[config.mk]
export PLATFORM = sky130hd
export DESIGN_NAME = sleep_wake_ctrl
export DESIGN_NICKNAME = d
export VERILOG_FILES = /design/src/sleep_wake_pkg.sv /design/src/sleep_wake_ctrl.sv /design/src/qual_timer.sv
export VERILOG_INCLUDE_DIRS = /design/src /design/src/src
export SDC_FILE = /design/constraint.sdc
export NUM_CORES = 1
export LEC_CHECK = 0
export BUFFER_PORTS_ARGS = -buffer_cell sky130_fd_sc_hd__buf_4
export CORE_MARGIN = 10
export CORE_UTILIZATION = 60
export CTS_CLUSTER_DIAMETER = 200
export DETAILED_ROUTE_END_ITERATION = 8
export MAX_ROUTING_LAYER = met4
export PLACE_DENSITY = 0.89
export SETUP_SLACK_MARGIN = 0.15
export SYNTH_ARGS = -nofsm -noshare
export SYNTH_HDL_FRONTEND = slang
export SYNTH_SLANG_ARGS = --single-unit
[constraint.sdc]
create_clock -name aclk -period 11.5 [get_ports aclk]
set_clock_uncertainty 0.15 [all_clocks]
set_input_delay 3.45 -clock aclk [delete_from_list [all_inputs] [get_ports aclk]]
set_output_delay 3.45 -clock aclk [all_outputs]
set_load 0.05 [all_outputs]
[src/sleep_wake_consts.svh]
// Overview of operation
// - analog magnitude at or above wake level counts as the wake condition.
// - analog magnitude at or below sleep level counts as the sleep condition.
// - function acts only when the mode selector is set to direct.
// - wake start needs no stop, enable present, no fault, no alarm.
// - each qualification timer counts up while satisfied, down while not.
// - timer reaching its time gives one edge toggling sleep or wake state.
// - after reset timers sit in the no-start state until a level is met.
// - other start commands honored only while sleep timer has not expired.
// - jog or any local-control port bypasses the sleep and wake function.
// - the local port, port 0 included, may run the drive while asleep.
// - no start while wake level is below sleep level; no clamping; code still honors a separate start while sleep timer unexpired.
// - both levels writable while running, taking effect without a stop.
// - crossed levels while running keep running until sleep, then block restart.
// - any analog input selectable as source, shared use unaffected.
// - compare absolute calibrated value, ignoring user scaling high and low.
// - analog loss detection runs independent of the levels.
// - after reset the drive starts if all start conditions hold.
// - enabling the function with all conditions met starts immediately.
// - new start or run commands come only from panel, terminals or network.
// - with run inputs after fault reset or stop, run must be cycled plus wake; after a stop code takes run edge or new command, signal over sleep level.
// - after a stop, a new start restarts once signal exceeds sleep level.
`ifndef SLEEP_WAKE_CONSTS_SVH
`define SLEEP_WAKE_CONSTS_SVH
`define SW_REG_CTRL        32'h0000_0000
`define SW_REG_WAKE_LEVEL  32'h0000_0004
`define SW_REG_SLEEP_LEVEL 32'h0000_0008
`define SW_REG_WAKE_TIME   32'h0000_000c
`define SW_REG_SLEEP_TIME  32'h0000_0010
`define SW_REG_STATUS      32'h0000_0014
`define SW_CTRL_MODE_BIT   0
`define SW_CTRL_SRC_LSB    4
`define SW_ST_RUN_BIT      0
`define SW_ST_AWAKE_BIT    1
`define SW_ST_CROSS_BIT    2
`define SW_ST_BLOCK_BIT    3
`define SW_ST_LOSS_BIT     4
`define SW_ST_WTMR_BIT     5
`define SW_ST_STMR_BIT     6
`define SW_TICK_NS         1000
`define SW_CLK_NS          40
`define SW_TICK_CYCLES     (`SW_TICK_NS / `SW_CLK_NS)
`define SW_LOSS_LEVEL      16'h0100
`define SW_LEVEL_RESET     16'h0000
`define SW_TIME_RESET      16'h000a
`define AXI_OKAY           2'b00
`define AXI_SLVERR         2'b10
`endif

[src/sleep_wake_pkg.sv]
package sleep_wake_pkg;
  typedef struct packed {
    logic stop_n;
    logic enable;
    logic fault;
    logic alarm;
    logic start;
    logic run;
    logic jog;
    logic local_any;
    logic new_cmd;
  } cmd_s;
  typedef enum logic [1:0] {
    REASON_NONE,
    REASON_STOP,
    REASON_FAULT_RUN
  } restart_e;
endpackage : sleep_wake_pkg

[src/sleep_wake_ctrl.sv]
`timescale 1ns/1ps
`include "sleep_wake_consts.svh"
module sleep_wake_ctrl #(
  parameter int N_AIN = 2,
  parameter int W     = 16
) (
  input  wire logic                  aclk,
  input  wire logic                  aresetn,
  input  wire logic [N_AIN*W-1:0]    ain_cal,
  input  wire sleep_wake_pkg::cmd_s  cmd_pin,
  output logic                       run_permit,
  output logic                       ain_loss,
  input  wire logic [31:0]           s_axi_awaddr,
  input  wire logic                  s_axi_awvalid,
  output logic                       s_axi_awready,
  input  wire logic [31:0]           s_axi_wdata,
  input  wire logic [3:0]            s_axi_wstrb,
  input  wire logic                  s_axi_wvalid,
  output logic                       s_axi_wready,
  output logic [1:0]                 s_axi_bresp,
  output logic                       s_axi_bvalid,
  input  wire logic                  s_axi_bready,
  input  wire logic [31:0]           s_axi_araddr,
  input  wire logic                  s_axi_arvalid,
  output logic                       s_axi_arready,
  output logic [31:0]                s_axi_rdata,
  output logic [1:0]                 s_axi_rresp,
  output logic                       s_axi_rvalid,
  input  wire logic                  s_axi_rready
);
  initial begin
    if (N_AIN < 1 || N_AIN > 16 || W != 16) $error("unsupported sleep_wake_ctrl parameters");
  end
  localparam int TICKS = `SW_TICK_CYCLES;

  // pins cross in through two flops
  sleep_wake_pkg::cmd_s       cmd_s1, cmd;
  logic [N_AIN*W-1:0]         ain_s1, ain;
  always_ff @(posedge aclk) begin
    if (!aresetn) begin
      cmd_s1 <= '0;
      cmd    <= '0;
      ain_s1 <= '0;
      ain    <= '0;
    end else begin
      cmd_s1 <= cmd_pin;
      cmd    <= cmd_s1;
      ain_s1 <= ain_cal;
      ain    <= ain_s1;
    end
  end

  // registers
  logic          mode_direct;
  logic [3:0]    src_sel;
  logic [W-1:0]  wake_level, sleep_level, wake_time, sleep_time;

  // control tick
  logic [15:0] tick_cnt;
  logic        tick;
  always_ff @(posedge aclk) begin
    if (!aresetn) begin
      tick_cnt <= '0;
      tick     <= 1'b0;
    end else begin
      tick     <= (tick_cnt == 16'(TICKS - 1));
      tick_cnt <= (tick_cnt == 16'(TICKS - 1)) ? 16'h0000 : tick_cnt + 16'h0001;
    end
  end

  // select source, absolute of calibrated value
  function automatic logic [W-1:0] absval(input logic [W-1:0] v);
    absval = v[W-1] ? W'(-v) : v;
  endfunction : absval
  logic [W-1:0] sel_raw, mag;
  assign sel_raw = (src_sel < 4'(N_AIN)) ? ain[src_sel*W +: W] : '0;
  assign mag     = absval(sel_raw);

  wire wake_cond  = (mag >= wake_level);
  wire sleep_cond = (mag <= sleep_level);
  wire crossed    = (wake_level < sleep_level);

  // timers start at zero, i.e. asleep
  logic          wake_edge, sleep_edge;
  logic [W-1:0]  wake_cnt, sleep_cnt;
  qual_timer #(.W(W)) u_wake (
    .aclk       (aclk),
    .aresetn    (aresetn),
    .tick       (tick),
    .cond       (wake_cond),
    .limit      (wake_time),
    .done_pulse (wake_edge),
    .count      (wake_cnt)
  );
  qual_timer #(.W(W)) u_sleep (
    .aclk       (aclk),
    .aresetn    (aresetn),
    .tick       (tick),
    .cond       (sleep_cond),
    .limit      (sleep_time),
    .done_pulse (sleep_edge),
    .count      (sleep_cnt)
  );
  wire sleep_expired = (sleep_cnt >= sleep_time);

  // state toggles on edges; sleep wins a tie
  logic awake, blocked;
  sleep_wake_pkg::restart_e reason;
  logic run_prev;
  wire  run_rise = cmd.run & ~run_prev;
  always_ff @(posedge aclk) begin
    if (!aresetn) begin
      awake    <= 1'b0;
      run_prev <= 1'b0;
    end else begin
      run_prev <= cmd.run;
      if (sleep_edge) awake <= 1'b0;
      else if (wake_edge) awake <= 1'b1;
    end
  end

  wire permissive = cmd.stop_n & cmd.enable & ~cmd.fault & ~cmd.alarm;
  // a held enable or run input is the maintained start
  wire held_input = cmd.enable | cmd.run;
  // restart after stop needs a new command or run edge; after fault with run held, only a new run edge
  wire need_new   = (reason == sleep_wake_pkg::REASON_FAULT_RUN) ? ~run_rise :
                    (reason == sleep_wake_pkg::REASON_STOP) ? ~(cmd.new_cmd | run_rise) : 1'b0;
  // after a stop, above sleep level suffices
  wire sig_ok     = (reason == sleep_wake_pkg::REASON_STOP) ? ~sleep_cond : awake;

  // crossed levels block only a restart, not a running drive
  always_ff @(posedge aclk) begin
    if (!aresetn) begin
      blocked <= 1'b0;
      reason  <= sleep_wake_pkg::REASON_NONE;
    end else begin
      if (!crossed) blocked <= 1'b0;
      else if (sleep_edge) blocked <= 1'b1;
      if (cmd.fault && cmd.run) reason <= sleep_wake_pkg::REASON_FAULT_RUN;
      else if (!cmd.stop_n && run_permit) reason <= sleep_wake_pkg::REASON_STOP;
      else if (run_permit) reason <= sleep_wake_pkg::REASON_NONE;
    end
  end

  // bypass by jog or local control
  wire bypass   = cmd.jog | cmd.local_any;
  // separate starts only while sleep timer unexpired
  wire sep_ok   = cmd.start & ~sleep_expired & ~cmd.fault & cmd.stop_n;
  // levels read live each cycle, no clamp
  wire can_start = sig_ok & ~need_new & ~(crossed | blocked);
  // combination evaluated continuously after reset and mode change
  wire sw_run   = permissive & held_input & (run_permit ? ~sleep_expired | awake : can_start);
  wire next_run = bypass ? ((cmd.start | cmd.run | cmd.jog) & ~cmd.fault) :
                  mode_direct ? (sw_run | (sep_ok & ~awake & permissive)) :
                  (permissive & (cmd.start | cmd.run));
  // loss detection on the selected magnitude, not on the levels
  wire next_loss = (mag < `SW_LOSS_LEVEL);
  always_ff @(posedge aclk) begin
    if (!aresetn) begin
      run_permit <= 1'b0;
      ain_loss   <= 1'b0;
    end else begin
      run_permit <= next_run;
      ain_loss   <= next_loss;
    end
  end

  // axi4-lite slave, one transaction per channel pair
  logic aw_hold, w_hold;
  logic [31:0] aw_addr, w_data;
  wire  do_write = aw_hold & w_hold & ~s_axi_bvalid;
  always_ff @(posedge aclk) begin
    if (!aresetn) begin
      aw_hold       <= 1'b0;
      w_hold        <= 1'b0;
      aw_addr       <= '0;
      w_data        <= '0;
      s_axi_awready <= 1'b0;
      s_axi_wready  <= 1'b0;
      s_axi_bvalid  <= 1'b0;
      s_axi_bresp   <= `AXI_OKAY;
      mode_direct   <= 1'b0;
      src_sel       <= '0;
      wake_level    <= `SW_LEVEL_RESET;
      sleep_level   <= `SW_LEVEL_RESET;
      wake_time     <= `SW_TIME_RESET;
      sleep_time    <= `SW_TIME_RESET;
    end else begin
      s_axi_awready <= ~aw_hold & ~s_axi_awready & s_axi_awvalid;
      s_axi_wready  <= ~w_hold & ~s_axi_wready & s_axi_wvalid;
      if (s_axi_awvalid && s_axi_awready) begin
        aw_hold <= 1'b1;
        aw_addr <= s_axi_awaddr;
      end
      if (s_axi_wvalid && s_axi_wready) begin
        w_hold <= 1'b1;
        w_data <= s_axi_wdata;
      end
      if (s_axi_bvalid && s_axi_bready) s_axi_bvalid <= 1'b0;
      if (do_write) begin
        aw_hold      <= 1'b0;
        w_hold       <= 1'b0;
        s_axi_bvalid <= 1'b1;
        s_axi_bresp  <= `AXI_OKAY;
        // an unmapped upper address must not alias onto a register
        if (aw_addr[31:8] != 24'h000000) begin
          s_axi_bresp <= `AXI_SLVERR;
        end else begin
          case (aw_addr[7:0])
            `SW_REG_CTRL: begin
              mode_direct <= w_data[`SW_CTRL_MODE_BIT];
              src_sel     <= w_data[`SW_CTRL_SRC_LSB +: 4];
            end
            `SW_REG_WAKE_LEVEL: wake_level <= w_data[W-1:0];
            `SW_REG_SLEEP_LEVEL: sleep_level <= w_data[W-1:0];
            `SW_REG_WAKE_TIME: wake_time <= w_data[W-1:0];
            `SW_REG_SLEEP_TIME: sleep_time <= w_data[W-1:0];
            `SW_REG_STATUS: s_axi_bresp <= `AXI_OKAY;
            default: s_axi_bresp <= `AXI_SLVERR;
          endcase
        end
      end
    end
  end

  logic [31:0] rd_word;
  logic        rd_ok;
  wire  [31:0] status_word = {25'h0, sleep_expired, (wake_cnt >= wake_time), ain_loss,
                              blocked, crossed, awake, run_permit};
  always_comb begin
    rd_ok = (s_axi_araddr[31:8] == 24'h000000);
    case (s_axi_araddr[7:0])
      `SW_REG_CTRL:        rd_word = {24'h0, src_sel, 3'h0, mode_direct};
      `SW_REG_WAKE_LEVEL:  rd_word = {16'h0, wake_level};
      `SW_REG_SLEEP_LEVEL: rd_word = {16'h0, sleep_level};
      `SW_REG_WAKE_TIME:   rd_word = {16'h0, wake_time};
      `SW_REG_SLEEP_TIME:  rd_word = {16'h0, sleep_time};
      `SW_REG_STATUS:      rd_word = status_word;
      default: begin
        rd_word = 32'h0000_0000;
        rd_ok   = 1'b0;
      end
    endcase
  end
  always_ff @(posedge aclk) begin
    if (!aresetn) begin
      s_axi_arready <= 1'b0;
      s_axi_rvalid  <= 1'b0;
      s_axi_rdata   <= '0;
      s_axi_rresp   <= `AXI_OKAY;
    end else begin
      s_axi_arready <= ~s_axi_arready & ~s_axi_rvalid & s_axi_arvalid;
      if (s_axi_arvalid && s_axi_arready) begin
        s_axi_rvalid <= 1'b1;
        s_axi_rdata  <= rd_word;
        s_axi_rresp  <= rd_ok ? `AXI_OKAY : `AXI_SLVERR;
      end else if (s_axi_rvalid && s_axi_rready) begin
        s_axi_rvalid <= 1'b0;
      end
    end
  end

  // checks
  a_sleep_stops: assert property (@(posedge aclk) disable iff (!aresetn)
    (mode_direct && !bypass && sleep_expired && !awake && !run_permit) |=> !run_permit)
    else $error("started while sleep timer expired");
  a_edge_sets_awake: assert property (@(posedge aclk) disable iff (!aresetn)
    (wake_edge && !sleep_edge) |=> awake)
    else $error("wake edge did not set awake");
  a_sleep_clears: assert property (@(posedge aclk) disable iff (!aresetn)
    sleep_edge |=> !awake)
    else $error("sleep edge did not clear awake");
  a_fault_blocks: assert property (@(posedge aclk) disable iff (!aresetn)
    (cmd.fault && mode_direct && !bypass) |=> !run_permit)
    else $error("run permitted during fault");
  a_cross_blocks: assert property (@(posedge aclk) disable iff (!aresetn)
    (crossed && !run_permit && mode_direct && !bypass && !sep_ok) |=> !run_permit)
    else $error("started with crossed levels");
  a_timer_sat: assert property (@(posedge aclk) disable iff (!aresetn)
    (tick && wake_cnt == '0 && !wake_cond) |=> wake_cnt == '0)
    else $error("wake timer wrapped below zero");
  a_timer_up: assert property (@(posedge aclk) disable iff (!aresetn)
    (tick && wake_cond && wake_cnt < wake_time) |=> wake_cnt == $past(wake_cnt) + W'(1))
    else $error("wake timer did not count up");
  a_jog_bypass: assert property (@(posedge aclk) disable iff (!aresetn)
    (cmd.jog && !cmd.fault) |=> run_permit)
    else $error("jog did not bypass sleep");
endmodule : sleep_wake_ctrl

[src/qual_timer.sv]
`timescale 1ns/1ps
module qual_timer #(
  parameter int W = 16
) (
  input  wire logic         aclk,
  input  wire logic         aresetn,
  input  wire logic         tick,
  input  wire logic         cond,
  input  wire logic [W-1:0] limit,
  output logic              done_pulse,
  output logic [W-1:0]      count
);
  initial begin
    if (W < 2) $error("qual_timer width too small");
  end
  logic at_max;
  logic at_min;
  assign at_max = (count >= limit);
  assign at_min = (count == '0);
  always_ff @(posedge aclk) begin
    if (!aresetn) begin
      count      <= '0;
      done_pulse <= 1'b0;
    end else begin
      done_pulse <= 1'b0;
      if (tick) begin
        if (cond && !at_max) begin
          count <= count + W'(1);
          if (count + W'(1) >= limit) done_pulse <= 1'b1;
        end else if (!cond && !at_min) begin
          count <= count - W'(1);
        end
      end
    end
  end
endmodule : qual_timer

==> run summary <==
Post-route setup TNS = 0 ns
GPL Wtd Cong = 0.9492
Die width = 178.2 um
CTS Buffer Depth = 3
Worst setup EP type = register
Top FF cell, synth = dfxtp_1
Nets = 2,204
DIE AREA = 31,750 um^2
Arrival time worst endpoint = 6.06 ns
CTS Buf Count = 29
Drt total wl = 40,700 um
Startpoint Class = input port
Peak supply drop = 0.1237 mV
Seq/Total Area, Yosys = 0.3760
Status = finished clean
Final Hold Violating Endpoints = 0
Min-delay worst type = reg -> reg
Post-synth top area cell = dfxtp_1
Maximum clock frequency = 174.8 MHz
Overflow after GRT = 0
Setup bufs post-CTS = 0
Ys async rst share = 0
RSZ-0062 raised after global routing = no
Sw Pwr = 0.0005467 W
Worst Tran Pin Value = 1.289 ns
Switching Share = 0.2526
Count leader, synth = nand2_1
Gr usage total = 0.2540
Total I/O pin count = 191
Slew HR = 0.1374
Critical Path Max Stage Delay = 0.67 ns
Sequential group share of total power = 0.468
Ant. Diodes = 0
Clock Latency Late Sink = 0.55 ns
# resized after CTS = 0
Initial Util = 0.6138
Worst path bufs/invs = 1
Logic pwr share = 0.102
Worst Path Required = 11.84 ns
Delay-heaviest family, CP = simple AND/OR/NAND/NOR gates
Root Buffer = clkbuf_16
Final hold slack = 0.2721 ns
WL per Instance = 17.83 um
Final setup vio count = 0
Synth top area share = 0.3760
Slew Limit Fails = 0
Internal power = 0.001618 W
H-tree levels = 1
Via count = 13.73k
Drc violations = 0
Synth top cells by count = nand2_1 (315), dfxtp_1 (282), a21oi_1 (185)
DR pass1 iterations = 6
Core area = 24,460 um^2
Max-Cap Viols = 0
First DRT Iteration DRCs = 1,448
CTS clk-pin slew, worst paths = 0.06 ns
IO Port Bufs = 152
P&R area growth vs syn = 14.27%
DP HPWL = 29,980 um
TritonCTS clock tree = done
Die Y-Extent = 178.2 um
Crit-path cells = buf_4, or4_1, nor4_2, and2_1, nand2_1, a31oi_1, a21oi_1, nor2_1
Mapped Cells = 1,842
CTS Sinks = 282
Cts hold-fix bufs = 0
First-pass GRT wire length = 65,400 um
Pwr Density = 126.1 nW/um^2
Vias in the first global route = 13.29k
Synth top area cells = dfxtp_1 (38%), ha_1 (10%), nand2_1 (7.9%)
Vias per cell = 6.017
Synth Register Bits = 282
Initial antenna violation count = 0
Final core utilization = 0.7014
Site row count = 57
Post-synth EDFFs = 0
Post-Layout Cell Count = 2,282
Slowest CP cell = nor4_2
Synth cell types = 70
Fraction of layout cells with a size suffix above 1 = 0.1216
Ys Warns = 0
Placed Cells = 2,229
Period Utilization, post-route = 0.4975
Largest net degree at the start of global routing = 122
CP Max Fanout = 13
Syn Std Cell Area = 15,020 um^2
LEAKAGE = 6.951 nW
Tmin final = 5.722 ns
Synth Area per Inst = 8.152 um^2
Post-DRT Antenna Nets = 0
Clock power share = 0.429
Kind of critical path = in -> reg
## cell families after synthesis
logic type               synth area share
flip-flops                         0.3760
AND/OR/NAND/NOR                    0.2365
XOR/XNOR                          0.02916
buffers and inverters             0.05549
other                           0.0002497
AO/OA/AOI/OAI                      0.1688
adder cells (fa/ha/maj)           0.09999
multiplexers                      0.03383
## sequential cells by signal (all words and copies together) (netlist names), 2 cells and up
name           flops
src_sel            4
wake_level        16
ain_s1            32
cmd                9
aw_addr           32
sleep_level       16
reason             2
ain               32
cmd_s1             9
sleep_time        16
tick_cnt          16
w_data            16
wake_time         16
u_sleep.count     16
u_wake.count      16
s_axi_rdata       16
## path summary, 6_finish.rpt
check                                   startpoint           endpoint  slack (ns)  cells after the start
worst max register to register          src_sel[0]  u_sleep.count[15]        6.04                     15
worst min register to register  u_sleep.done_pulse              awake        0.27                      1
worst min-delay path            u_sleep.done_pulse              awake        0.27                      1
worst max-delay path               s_axi_araddr[0]     s_axi_rdata[1]        5.78                      8
## cells in the final DEF (no fill, tap or decap), types with 6 or more instances in the layout
master,instances
mux2_2,6
a222oi_1,10
xnor2_1,21
mux2i_1,44
inv_1,76
or3_1,15
a21o_1,28
and3_1,18
ha_1,120
and2_1,94
clkinv_2,7
nand2_1,315
a22oi_1,6
a2111oi_0,6
nand2b_1,28
clkbuf_16,29
o21ai_0,59
nor4_1,21
nor2_1,104
or4_1,6
buf_4,166
a211oi_1,22
o31ai_1,11
nand3_1,33
conb_1,18
xor2_1,29
o211ai_1,27
nor3b_1,8
a221oi_1,8
nand4_1,22
a21oi_1,185
nor3_1,42
dfxtp_1,282
## power groups by stage
stage | registers [W] | clock network (W) | logic (W)
after floorplan | 0.00104 | 0 | 0.000142
after global placement | 0.00103 | 0 | 0.000212
after detailed placement | 0.00103 | 0 | 0.000218
after CTS | 0.00101 | 0.000936 | 0.000219
after global routing | 0.00102 | 0.000980 | 0.000242
final | 0.00101 | 0.000929 | 0.000222
## metal layers
metal / global-route usage / wire [um] / vias to the layer above
met5: - / 0 / -
met4: 0.08026 / 1156 / 0
met3: 0.04567 / 3562 / 90
met2: 0.4198 / 19250 / 606
met1: 0.3095 / 16730 / 6444
li1: - / - / 6590
## worst reg2reg max path, cell delays in order, from the launching register on
cell      delay (ns)
dfxtp_1         0.65
buf_4           0.39
nor3b_1         0.29
o22ai_1         0.15
a21boi_0        0.24
nor3b_1         0.31
o21ai_0         0.12
nor3b_1         0.16
buf_4           0.18
ha_1            0.27
nand4_1         0.18
or3_1           0.39
nor2_1          0.80
o21ai_1         0.44
mux2_2          0.39
o221a_2         0.24
## stage by stage
stage                     total power [W]  setup WS (ns)  area, um^2
after floorplan                  0.001178          5.863       15080
after global placement           0.001246          5.332       16210
after detailed placement         0.001252          5.328       16210
after CTS                        0.002169          5.905       17160
after global routing             0.002238          5.582       17160
final                            0.002164          5.778       17160
## layout make-up
class	instances	area (um^2)
multi-input combinational	1380	8623
fill	1901	7303
sequential	282	5645
timing repair buffer	166	1246
clock buffer	35	778.2
tap	324	405.4
inverter	77	291.5
clock inverter	18	168.9
Power figures use the tool's default switching activity.
